`src/rtl/rdmr_pkg.sv`:
```
// ==========================================================================
// Shared constants of the reserved destination address range check.
// ==========================================================================
package rdmr_pkg;

  // ========================================================================
  // Geometry of the range table.
  // ========================================================================
  localparam int NUM_ENTRIES = 4;
  localparam int WORDS_PER_ENTRY = 4;
  localparam int DATA_W = 32;
  localparam int ENTRY_STORE_W = 128;
  localparam int ENTRY_W = 124;
  localparam int MAC_W = 48;
  localparam int IDX_W = 18;

  // ========================================================================
  // Register indices; the byte address is four times the index.
  // ========================================================================
  localparam logic [IDX_W-1:0] TBL_FIRST_IDX = 18'h1469a;
  localparam logic [IDX_W-1:0] TBL_LAST_IDX = 18'h146a9;
  localparam logic [IDX_W-1:0] CNT_IDX = 18'h146aa;
  localparam logic [IDX_W-1:0] STAT_IDX = 18'h146ab;
  localparam logic [IDX_W-1:0] MASK_IDX = 18'h146ac;

  // ========================================================================
  // Field positions inside one range entry.
  // ========================================================================
  localparam int LOW_LSB = 0;
  localparam int HIGH_LSB = 48;
  localparam int DISCARD_BIT = 96;
  localparam int REDIRECT_BIT = 97;
  localparam int QFLAG_BIT = 98;
  localparam int QVAL_LSB = 99;
  localparam int QVAL_W = 3;
  localparam int COLOR_LSB = 102;
  localparam int COLOR_W = 2;
  localparam int CFLAG_BIT = 104;
  localparam int MVALID_BIT = 105;
  localparam int MPTR_LSB = 106;
  localparam int MPTR_W = 4;
  localparam int MORDER_LSB = 110;
  localparam int MORDER_W = 2;
  localparam int PEN_LSB = 112;

  // ========================================================================
  // Event status bits and reset values.
  // ========================================================================
  localparam int EV_W = 2;
  localparam int EV_DISCARD = 0;
  localparam int EV_REDIRECT = 1;
  localparam logic [ENTRY_STORE_W-1:0] ENTRY_RESET = 128'h0;
  localparam logic [EV_W-1:0] EV_RESET = 2'h0;

endpackage : rdmr_pkg

```
`src/rtl/rdmr_range_check.sv`:
```
`timescale 1ns/1ps

module rdmr_range_check #(
  parameter int ADDR_W = 20,
  parameter int NUM_PORTS = 12,
  parameter int PORT_W = 4,
  parameter int CNT_W = 32
) (
  input wire logic clk,
  input wire logic arst_n,
  input wire logic [ADDR_W-1:0] reg_addr,
  input wire logic [rdmr_pkg::DATA_W-1:0] reg_wdata,
  input wire logic reg_wr,
  input wire logic reg_rd,
  output logic [rdmr_pkg::DATA_W-1:0] reg_rdata,
  input wire logic lookup_valid,
  input wire logic [rdmr_pkg::MAC_W-1:0] dest_addr,
  input wire logic [PORT_W-1:0] src_port,
  output logic verdict_valid,
  output logic discard,
  output logic redirect_to_host,
  output logic queue_override_flag,
  output logic [rdmr_pkg::QVAL_W-1:0] queue_override_value,
  output logic color_override_flag,
  output logic [rdmr_pkg::COLOR_W-1:0] color,
  output logic meter_pointer_valid,
  output logic [rdmr_pkg::MPTR_W-1:0] meter_pointer,
  output logic [rdmr_pkg::MORDER_W-1:0] meter_pointer_order,
  output logic irq
);
  import rdmr_pkg::*;

  // ========================================================================
  // State.
  // ========================================================================
  typedef struct packed {
    logic [NUM_ENTRIES-1:0][ENTRY_STORE_W-1:0] tbl;
    logic [CNT_W-1:0] cnt;
    logic [EV_W-1:0] stat;
    logic [EV_W-1:0] mask;
    logic [DATA_W-1:0] rdata;
    logic vld;
    logic disc;
    logic redir;
    logic qflag;
    logic [QVAL_W-1:0] qval;
    logic cflag;
    logic [COLOR_W-1:0] color;
    logic mvalid;
    logic [MPTR_W-1:0] mptr;
    logic [MORDER_W-1:0] morder;
    logic irq;
  } rdmr_state_t;

  rdmr_state_t st;
  rdmr_state_t next_st;

  logic [IDX_W-1:0] idx;
  logic [IDX_W-1:0] rel;
  logic in_tbl;
  logic [DATA_W-1:0] tbl_word;
  logic [NUM_ENTRIES-1:0] hit;
  logic [ENTRY_STORE_W-1:0] ent;
  logic [NUM_PORTS-1:0] pen;
  logic any_disc;
  logic any_redir;
  logic [EV_W-1:0] ev;

  assign idx = reg_addr[ADDR_W-1:2];
  assign rel = idx - TBL_FIRST_IDX;
  assign in_tbl = (idx >= TBL_FIRST_IDX) && (idx <= TBL_LAST_IDX);
  // Every entry is visible at once, so a read just picks one word of it.
  assign tbl_word = st.tbl[rel[3:2]][rel[1:0]*DATA_W +: DATA_W];

  // ========================================================================
  // Next-state logic.
  // ========================================================================
  always_comb begin
    next_st = st;
    hit = '0;
    ent = '0;
    pen = '0;
    any_disc = 1'b0;
    any_redir = 1'b0;
    ev = '0;

    // Lookup: entries are walked upward, so a later hit overwrites the
    // forced values of an earlier one and the highest index wins.
    next_st.vld = lookup_valid;
    next_st.qflag = 1'b0;
    next_st.qval = '0;
    next_st.cflag = 1'b0;
    next_st.color = '0;
    next_st.mvalid = 1'b0;
    next_st.mptr = '0;
    next_st.morder = '0;
    for (int e = 0; e < NUM_ENTRIES; e++) begin
      ent = st.tbl[e];
      pen = ent[PEN_LSB +: NUM_PORTS];
      hit[e] = lookup_valid && (int'(src_port) < NUM_PORTS) && pen[src_port]
        && (dest_addr >= ent[LOW_LSB +: MAC_W])
        && (dest_addr <= ent[HIGH_LSB +: MAC_W]);
      if (hit[e]) begin
        any_disc = any_disc | ent[DISCARD_BIT];
        any_redir = any_redir | ent[REDIRECT_BIT];
        if (ent[QFLAG_BIT]) begin
          next_st.qflag = 1'b1;
          next_st.qval = ent[QVAL_LSB +: QVAL_W];
        end
        if (ent[CFLAG_BIT]) begin
          next_st.cflag = 1'b1;
          next_st.color = ent[COLOR_LSB +: COLOR_W];
        end
        if (ent[MVALID_BIT]) begin
          next_st.mvalid = 1'b1;
          next_st.mptr = ent[MPTR_LSB +: MPTR_W];
          next_st.morder = ent[MORDER_LSB +: MORDER_W];
        end
      end
    end
    next_st.redir = any_redir;
    next_st.disc = any_disc && !any_redir;
    if (next_st.disc) begin
      next_st.cnt = st.cnt + CNT_W'(1);
    end
    ev[EV_DISCARD] = next_st.disc;
    ev[EV_REDIRECT] = next_st.redir;

    // Register writes. Bits above the entry width are held at zero.
    if (reg_wr) begin
      if (in_tbl) begin
        next_st.tbl[rel[3:2]][rel[1:0]*DATA_W +: DATA_W] = reg_wdata;
        next_st.tbl[rel[3:2]][ENTRY_STORE_W-1:ENTRY_W] = '0;
      end else if (idx == STAT_IDX) begin
        next_st.stat = st.stat & ~reg_wdata[EV_W-1:0];
      end else if (idx == MASK_IDX) begin
        next_st.mask = reg_wdata[EV_W-1:0];
      end
    end
    // A new event in the cycle of its clear survives the clear.
    next_st.stat = next_st.stat | ev;
    next_st.irq = |(next_st.stat & next_st.mask);

    // Read data stand only in the cycle after the strobe; unmapped reads zero.
    next_st.rdata = '0;
    if (reg_rd) begin
      if (in_tbl) begin
        next_st.rdata = tbl_word;
      end else if (idx == CNT_IDX) begin
        next_st.rdata = DATA_W'(st.cnt);
      end else if (idx == STAT_IDX) begin
        next_st.rdata = DATA_W'(st.stat);
      end else if (idx == MASK_IDX) begin
        next_st.rdata = DATA_W'(st.mask);
      end
    end
  end

  // ========================================================================
  // State register.
  // ========================================================================
  always_ff @(posedge clk or negedge arst_n) begin
    if (!arst_n) begin
      // A zero table has every port enable clear, so nothing is checked.
      st <= '{tbl: {NUM_ENTRIES{ENTRY_RESET}}, stat: EV_RESET, mask: EV_RESET,
              default: '0};
    end else begin
      st <= next_st;
    end
  end

  assign reg_rdata = st.rdata;
  assign verdict_valid = st.vld;
  assign discard = st.disc;
  assign redirect_to_host = st.redir;
  assign queue_override_flag = st.qflag;
  assign queue_override_value = st.qval;
  assign color_override_flag = st.cflag;
  assign color = st.color;
  assign meter_pointer_valid = st.mvalid;
  assign meter_pointer = st.mptr;
  assign meter_pointer_order = st.morder;
  assign irq = st.irq;

  // ========================================================================
  // Checks.
  // ========================================================================
  below_all_a: assert property (@(posedge clk) disable iff (!arst_n)
    lookup_valid && (dest_addr < st.tbl[0][LOW_LSB +: MAC_W])
    && (dest_addr < st.tbl[1][LOW_LSB +: MAC_W])
    && (dest_addr < st.tbl[2][LOW_LSB +: MAC_W])
    && (dest_addr < st.tbl[3][LOW_LSB +: MAC_W]) && !reg_wr
    |=> !discard && !redirect_to_host && !queue_override_flag)
    else $error("verdict raised for an address below every range");

  verdict_timing_a: assert property (@(posedge clk) disable iff (!arst_n)
    lookup_valid |=> verdict_valid ##1 ($past(lookup_valid) == verdict_valid))
    else $error("verdict did not follow the lookup by one cycle");

  discard_any_a: assert property (@(posedge clk) disable iff (!arst_n)
    lookup_valid && |(hit & {st.tbl[3][DISCARD_BIT], st.tbl[2][DISCARD_BIT],
      st.tbl[1][DISCARD_BIT], st.tbl[0][DISCARD_BIT]})
    |=> discard || redirect_to_host)
    else $error("matching discard entry did not discard");

  discard_count_a: assert property (@(posedge clk) disable iff (!arst_n)
    discard |-> st.cnt == $past(st.cnt) + CNT_W'(1))
    else $error("discard counter did not step by one");

  redirect_wins_a: assert property (@(posedge clk) disable iff (!arst_n)
    redirect_to_host |-> !discard)
    else $error("discard reported alongside redirect");

  queue_highest_a: assert property (@(posedge clk) disable iff (!arst_n)
    lookup_valid && hit[3] && st.tbl[3][QFLAG_BIT]
    |=> queue_override_flag && queue_override_value == $past(st.tbl[3][QVAL_LSB +: QVAL_W]))
    else $error("highest matching queue override not taken");

  queue_gate_a: assert property (@(posedge clk) disable iff (!arst_n)
    !queue_override_flag |-> queue_override_value == '0)
    else $error("queue value driven without override flag");

  color_gate_a: assert property (@(posedge clk) disable iff (!arst_n)
    lookup_valid && hit[0] && st.tbl[0][CFLAG_BIT] && hit[3:1] == '0
    |=> color_override_flag && color == $past(st.tbl[0][COLOR_LSB +: COLOR_W]))
    else $error("matching color override not applied");

  meter_gate_a: assert property (@(posedge clk) disable iff (!arst_n)
    !meter_pointer_valid |-> meter_pointer == '0 && meter_pointer_order == '0)
    else $error("meter pointer driven without valid");

  port_gate_a: assert property (@(posedge clk) disable iff (!arst_n)
    lookup_valid && (int'(src_port) < NUM_PORTS)
    && !st.tbl[0][PEN_LSB + int'(src_port)] && !st.tbl[1][PEN_LSB + int'(src_port)]
    && !st.tbl[2][PEN_LSB + int'(src_port)] && !st.tbl[3][PEN_LSB + int'(src_port)]
    |=> !discard && !redirect_to_host && !color_override_flag && !meter_pointer_valid)
    else $error("entry acted on a port with its enable clear");

  table_read_a: assert property (@(posedge clk) disable iff (!arst_n)
    reg_rd && in_tbl |=> reg_rdata == $past(tbl_word))
    else $error("table read returned the wrong word");

  irq_level_a: assert property (@(posedge clk) disable iff (!arst_n)
    irq == |(st.stat & st.mask))
    else $error("interrupt does not follow masked status");

  // ========================================================================
  // Checks on the quiet state of the outputs.
  // ========================================================================
  // Downstream stages may latch the fields without looking at the valid, so
  // every field must read zero between verdicts.
  verdict_idle_a: assert property (@(posedge clk) disable iff (!arst_n)
    !verdict_valid |-> !discard && !redirect_to_host && !queue_override_flag
    && !color_override_flag && !meter_pointer_valid)
    else $error("verdict field raised without a verdict");

  color_zero_a: assert property (@(posedge clk) disable iff (!arst_n)
    !color_override_flag |-> color == '0)
    else $error("color driven without override flag");

  // Nothing but a discard verdict may move the counter, or software totals drift.
  count_hold_a: assert property (@(posedge clk) disable iff (!arst_n)
    !discard |-> st.cnt == $past(st.cnt))
    else $error("discard counter moved without a discard");

  // Reset leaves the table empty and every output low before the first lookup.
  reset_clear_a: assert property (@(posedge clk) disable iff (!arst_n)
    $rose(arst_n) |-> st.tbl == '0 && st.cnt == '0 && st.stat == '0 && st.mask == '0
    && !verdict_valid && !irq && reg_rdata == '0)
    else $error("state not cleared by reset");

  // ========================================================================
  // Checks on the combined actions of the matching entries.
  // ========================================================================
  redirect_any_a: assert property (@(posedge clk) disable iff (!arst_n)
    lookup_valid && |(hit & {st.tbl[3][REDIRECT_BIT], st.tbl[2][REDIRECT_BIT],
      st.tbl[1][REDIRECT_BIT], st.tbl[0][REDIRECT_BIT]})
    |=> redirect_to_host && !discard)
    else $error("matching redirect entry did not redirect");

  discard_none_a: assert property (@(posedge clk) disable iff (!arst_n)
    lookup_valid && !(|(hit & {st.tbl[3][DISCARD_BIT], st.tbl[2][DISCARD_BIT],
      st.tbl[1][DISCARD_BIT], st.tbl[0][DISCARD_BIT]}))
    |=> !discard)
    else $error("discard raised with no matching discard entry");

  queue_off_a: assert property (@(posedge clk) disable iff (!arst_n)
    lookup_valid && !(|(hit & {st.tbl[3][QFLAG_BIT], st.tbl[2][QFLAG_BIT],
      st.tbl[1][QFLAG_BIT], st.tbl[0][QFLAG_BIT]}))
    |=> !queue_override_flag)
    else $error("queue forced with no matching override flag");

  meter_highest_a: assert property (@(posedge clk) disable iff (!arst_n)
    lookup_valid && hit[3] && st.tbl[3][MVALID_BIT]
    |=> meter_pointer_valid && meter_pointer == $past(st.tbl[3][MPTR_LSB +: MPTR_W])
    && meter_pointer_order == $past(st.tbl[3][MORDER_LSB +: MORDER_W]))
    else $error("highest matching meter pointer not taken");

  // Ports beyond the mask width have no enable bit, so they can never match.
  port_range_a: assert property (@(posedge clk) disable iff (!arst_n)
    lookup_valid && (int'(src_port) >= NUM_PORTS)
    |=> !discard && !redirect_to_host && !queue_override_flag && !color_override_flag
    && !meter_pointer_valid)
    else $error("lookup from a port outside the enable mask acted");

  // ========================================================================
  // Checks on the register side.
  // ========================================================================
  table_write_a: assert property (@(posedge clk) disable iff (!arst_n)
    reg_wr && in_tbl && rel == '0 |=> st.tbl[0][DATA_W-1:0] == $past(reg_wdata))
    else $error("table write did not land");

  pad_zero_a: assert property (@(posedge clk) disable iff (!arst_n)
    st.tbl[0][ENTRY_STORE_W-1:ENTRY_W] == '0 && st.tbl[1][ENTRY_STORE_W-1:ENTRY_W] == '0
    && st.tbl[2][ENTRY_STORE_W-1:ENTRY_W] == '0 && st.tbl[3][ENTRY_STORE_W-1:ENTRY_W] == '0)
    else $error("bits above the entry width were stored");

  // Read data must fall back to zero, or a slow master could take a stale word.
  read_idle_a: assert property (@(posedge clk) disable iff (!arst_n)
    !$past(reg_rd) |-> reg_rdata == '0)
    else $error("read data stood without a read");

  count_read_a: assert property (@(posedge clk) disable iff (!arst_n)
    reg_rd && idx == CNT_IDX |=> reg_rdata == DATA_W'($past(st.cnt)))
    else $error("counter read returned the wrong value");

  // Events are sticky: the status bit stands from the verdict that raised it.
  discard_event_a: assert property (@(posedge clk) disable iff (!arst_n)
    discard |-> st.stat[EV_DISCARD])
    else $error("discard event not recorded");

  redirect_event_a: assert property (@(posedge clk) disable iff (!arst_n)
    redirect_to_host |-> st.stat[EV_REDIRECT])
    else $error("redirect event not recorded");

endmodule : rdmr_range_check
```
`config.mk`:
```
export PLATFORM = sky130hd
export DESIGN_NAME = rdmr_range_check
export DESIGN_NICKNAME = d
export VERILOG_FILES = /design/src/rtl/rdmr_pkg.sv /design/src/rtl/rdmr_range_check.sv
export SDC_FILE = /design/constraint.sdc
export NUM_CORES = 2
export LEC_CHECK = 0
export ABC_AREA = 0
export BUFFER_PORTS_ARGS = -buffer_cell sky130_fd_sc_hd__buf_2
export CAP_MARGIN = 20
export CORE_AREA = 4 4 292 294
export DETAILED_ROUTE_END_ITERATION = 8
export DIE_AREA = 0 0 296 298
export HOLD_SLACK_MARGIN = 0.03
export PLACE_DENSITY_LB_ADDON = 0.08
export SLEW_MARGIN = 20
export SYNTH_ARGS = -nofsm -noshare
export SYNTH_HDL_FRONTEND = slang
export SYNTH_SLANG_ARGS = --single-unit
```
`constraint.sdc`:
```
create_clock -name clk -period 8 [get_ports clk]
set_clock_uncertainty 0.2 [all_clocks]
set_input_delay 0.8 -clock clk [delete_from_list [all_inputs] [get_ports clk]]
set_output_delay 0.8 -clock clk [all_outputs]
set_load 0.01 [all_outputs]
```
Word level (Yosys, flattened, before mapping). Cells that the tools add are included.

$add $sub $neg: 3. Magnitude comparators: 14. Eq/ne operators: 3. Shifts and indexed selects: 3. Muxes and demuxes: 50. Bitwise gates (word level): 10. Reductions and logical operators: 19.

Operators with widths (count): bitwise mux 512 bit (2); demux 128 bit (select 2 bit) (2); two-way mux 128 bit (3); binary-select mux 128 bit (select 2 bit) (1); >= comparator 48 bit (4); less-or-equal comparator 48 bit (4); variable shift 32 x 34 -> 128 bit, first input constant (1); variable part select 128 x 8 -> 32 bit (1); variable part select 32 x 34 -> 128 bit (1); two-way mux 32 bit (3); two-way mux 14 bit (4); == test 18 x 17 -> 1 bit, second input constant (3); negator 7 -> 34 bit (1); adder 32 x 1 -> 32 bit, second input constant (1); two-way mux 7 bit (4); two-way mux 4 bit (6); >= comparator 18 x 17 -> 1 bit, second input constant (1); less-or-equal comparator 18 x 17 -> 1 bit, second input constant (1); binary-select mux 1 bit (select 4 bit) (4); logical AND 1 bit (16); two-way mux 1 bit (12); two-way mux 3 bit (4); two-way mux 2 bit (5); OR 1 bit (6); 11 further kinds (12).

Register bits: 598. Bits of input ports: 109. Output and inout bits: 50.

Depth between registers and ports, before layout.
Word-level depth: 17. Depth in mapped cells: 15.

Worst setup path before layout. No wires, ideal clock.

Path type: input to register. From: in reg_addr[3]. To: reg st (netlist bit reg_rdata[10]). Data arrival time: 4.185 ns. Slack: 3.488 ns. Cell stages on the path: 12. Buffers on the path: 6. Cell sequence: clkbuf_1 clkbuf_1 inv_1 ha_1 clkbuf_1 buf_1 clkbuf_1 clkbuf_1 mux4_2 mux4_2 nand2_1 a21boi_0.

RTL lines: start: declaration (line rdmr_range_check.sv:11) `input wire logic [ADDR_W-1:0] reg_addr,`; end signal: assignment (line rdmr_range_check.sv:165) `st <= '{tbl: {NUM_ENTRIES{ENTRY_RESET}}, stat: EV_RESET, mask: EV_RESET,`; end signal: assignment (line rdmr_range_check.sv:168) `st <= next_st;`; end: declaration (line rdmr_range_check.sv:55) `rdmr_state_t st;`.

Final worst setup path.
From: reg st[145] (netlist name). To: reg st[55] (netlist name).

Word-level cells in the longest chain between the ends: 11. Elaborated cells between the ends (all ways): 18. Those cells by class: order compare (1); mux (8); bitwise (6); reduce/logical (3).

Ends and longest elaborated chain: less-or-equal comparator 48 bit * (line rdmr_range_check.sv:102) `&& (dest_addr <= ent[HIGH_LSB +: MAC_W]);`; logical AND 1 bit * (line rdmr_range_check.sv:102); two-way mux 1 bit (line rdmr_range_check.sv:103) `if (hit[e]) begin`; OR 1 bit (line rdmr_range_check.sv:105) `any_redir = any_redir | ent[REDIRECT_BIT];`; two-way mux 1 bit (line rdmr_range_check.sv:103); OR 1 bit (line rdmr_range_check.sv:105); two-way mux 1 bit (line rdmr_range_check.sv:103); OR 1 bit (line rdmr_range_check.sv:105); two-way mux 1 bit (line rdmr_range_check.sv:103); logical NOT 1 bit (line rdmr_range_check.sv:122) `next_st.disc = any_disc && !any_redir;`; logical AND 1 bit * (line rdmr_range_check.sv:122).

Mark *: on every way between the ends. The rest lies on a longest branch, timed or not. A chain may end at the register's enable or synchronous reset.

==> run summary <==
result of the run: finished, final reports clean
Unique masters post-synth: 69
buffers from clock root to sink, at most: 3
number of slew-limit violations in the final report: 0
Post-synth EDFFs: 0
worst hold margin: 0.0294 ns
number of synthesized register bits: 598
Max Freq: 0.188 GHz
count of cell instances traversed by the critical path: 12
Nets: 4,421
cell at the root of the clock tree: clkbuf_16
required time of the critical path: 8.31 ns
detail-routed net length per standard cell: 25.5 um
Slew @ Worst Pin: 1.13 ns
power density over the cells: 174 nW/um2
mapped cell area: 36,800 um2
per-cell via count in the routed design: 5.75
I/O Pins: 159
largest net degree at the start of global routing: 166
number of vias in the routed layout: 29.1k
primary flip-flop cell chosen by synthesis mapping: dfrtp_1
cells along the critical path: inv_1, ha_1, nand4_1, nor4_1, nand3b_1, a31oi_1, nor4_1, and2_1, a222oi_1, a211oi_4, buf_4, mux2_2
Sink Count: 598
port bufs: 156
slowest CP cell: nor4_1
maximum net fanout on the critical path: 34
net count after synthesis: 4,372
number of buffers inserted by post-CTS setup repair: 0
vias in the first global route: 28.1k
Leak: 17.2 nW
Total GRT Usage: 29.3%
post-synthesis async set-or-reset flop share: 100%
sequential fraction of the synthesis area: 40.6%
# rows: 106
terminus of the critical flop-to-flop path: st[55]
Congestion Overflow GR: 0
setup repair after global routing missed its margin: false
Final Hold Viols: 0
kind of end point of the critical path: flip-flop
Crit Path Category: reg -> reg
sum of buffers and inverters on the critical path: 2
max-cap viol count: 0
wire length of the first global-routing pass: 191,000 um
number of detailed-routing iterations run before antenna repair: 5
initial standard-cell utilization of the core: 44.5%
Die Ht: 298 um
Register-to-Register Setup Slack: 2.69 ns
most common cell after layout, fill and taps aside: nand2_1
number of nets still failing antenna checks after routing: 0
cell count of the worst reg-to-reg path: 12
clock-pin slew on the worst setup and hold paths: 0.06 ns
CTS H-Tree Depth: 3
crit path capture: st[55]
initial antenna violation count: 13
HP Class: in -> async
fraction of layout instances using a drive strength above 1: 13.2%
Largest delay share family, worst path: simple AND/OR/NAND/NOR gates
data arrival time at the worst-slack endpoint: 5.62 ns
kind of start point of the critical path: flip-flop
worst setup path startpoint: st[145]
post-synthesis cell count: 3,870
final count of negative-setup-slack endpoints: 0
peak supply drop: 0.144 mV
count of unresolved DRC violations after routing: 0
Placer Congestion: 0.952
final cycle utilization of the critical path: 66.4%
commonest non-fill, non-tap cells in the layout: nand2_1 (761), dfrtp_1 (598), o21ai_0 (556)
Syn. warnings: 0
shortest clock period the worst path allows after layout: 5.31 ns
max-slew headroom at the worst pin: 23.7%
average size of a mapped cell: 9.52 um2
stage delay of the slowest cell on the critical path: 1.00 ns
overall routed net length: 129,000 um
P&R area growth vs syn: 10.9%
total core area: 82,900 um2
die width: 296 um
Final TNS setup: 0 ns
Overall Power: 7.10 mW
cell area after layout: 40,900 um2
DPL Wire Length: 96,200 um
Post-Place Cell Area: 38,400 um2
DIE AREA: 88,200 um2
count of hold buffers inserted by post-cts repair: 0
CTS tree: yes
share of the core filled with cells in the final layout: 49.3%
DR iter-0 viols: 2,738
clock buffer count from CTS: 73
clock latency of the later-clocked register in the worst-skew pair: 0.63 ns
startpoint of the most critical register-to-register path: st[145]
# resized after CTS: 0
most repeated library cell on the critical path: nor4_1
[state kept, by name (all words and copies together), names as in the netlist]
register,flops
color,2
color_override_flag,1
discard,1
ent,128
irq,1
meter_pointer,4
meter_pointer_order,2
meter_pointer_valid,1
queue_override_flag,1
queue_override_value,3
redirect_to_host,1
reg_rdata,32
st,420
verdict_valid,1
[cells by family after synthesis]
logic type | count (synthesis) | synth area share, %
and+or+nand+nor | 1175 | 14.3
AOI/OAI and AO/OA | 886 | 13.5
buffers and inverters | 606 | 6.70
DFF | 598 | 40.6
adders and majority gates | 393 | 13.3
muxes | 179 | 10.7
xor gates and xnor gates | 33 | 0.784
[how the worst min path moves through the flow]
stage | start | endpoint | cells after the start
final | arst_n | reg_rdata[8] | 1
after global routing | arst_n | reg_rdata[9] | 1
after CTS | arst_n | reg_rdata[5] | 1
after detailed placement | st[85] | st[85] | 1
after global placement | st[85] | st[85] | 1
after floorplan | st[85] | st[85] | 1
[synthesized netlist by cell type (all sizes together) (4+ instances only)]
cell type	number	area share, %
a211o	6	0.14
a211oi	12	0.28
a21boi	37	0.75
a21o	38	0.77
a21oi	148	2.0
a221oi	19	0.45
a22oi	5	0.10
a31oi	4	0.068
and2	19	0.32
and3	28	0.48
and4	6	0.14
buf	58	1.1
clkbuf	162	1.7
dfrtp	598	41
ha	393	13
inv	386	3.9
mux2	5	0.15
mux4	172	11
nand2	777	7.9
nand2b	9	0.15
nand3	82	1.2
nand4	91	1.6
nor2	52	0.53
nor2b	54	0.92
nor3	20	0.27
nor3b	5	0.13
nor4	17	0.31
o2111ai	4	0.095
o211ai	8	0.16
o21a	8	0.16
o21ai	557	7.6
o221ai	4	0.095
o31ai	12	0.24
or4	4	0.081
xnor2	31	0.74
[metal layers]
layer,routed length [um],global-route usage (%),up-vias
li1,-,-,13600
met1,57700,42.4,14400
met2,58200,45.5,887
met3,9380,5.84,155
met4,3390,7.21,10
met5,88,0,-
[stage by stage]
| step | setup WS (ns) | instances |
|---|---|---|
| CTS | 2.79 | 5052 |
| floorplan | 3.49 | 3870 |
| global placement | 2.21 | 4923 |
| finish | 2.69 | 5054 |
| global route | 2.61 | 5053 |
| detailed placement | 2.16 | 4923 |
[where the power goes]
group	total, mW	leakage [nW]	internal, mW	switching (mW)
Combinational	0.689	7.68	0.218	0.471
Clock	3.38	1.19	2.01	1.37
Sequential	3.03	8.36	3.03	0.0000705
Total	7.10	17.2	5.25	1.84
[worst register-to-register path, stage by stage, from the launching register on]
cell      delay (ns)
dfrtp_1         0.38
inv_1           0.06
ha_1            0.30
nand4_1         0.18
nor4_1          1.00
nand3b_1        0.36
a31oi_1         0.20
nor4_1          0.86
and2_1          0.37
a222oi_1        0.15
a211oi_4        0.29
buf_4           0.44
mux2_2          0.40
[layout make-up]
| type | instances | area, um2 |
|---|---|---|
| Fill cell | 7828 | 42000 |
| Multi-Input combinational cell | 2666 | 19500 |
| Antenna cell | 1 | 2.50 |
| Clock inverter | 14 | 204 |
| Timing Repair Buffer | 194 | 1140 |
| Tap cell | 1080 | 1350 |
| Clock buffer | 115 | 2230 |
| Sequential cell | 598 | 15000 |
| Inverter | 386 | 1450 |
(Power assumes the default switching activity.)
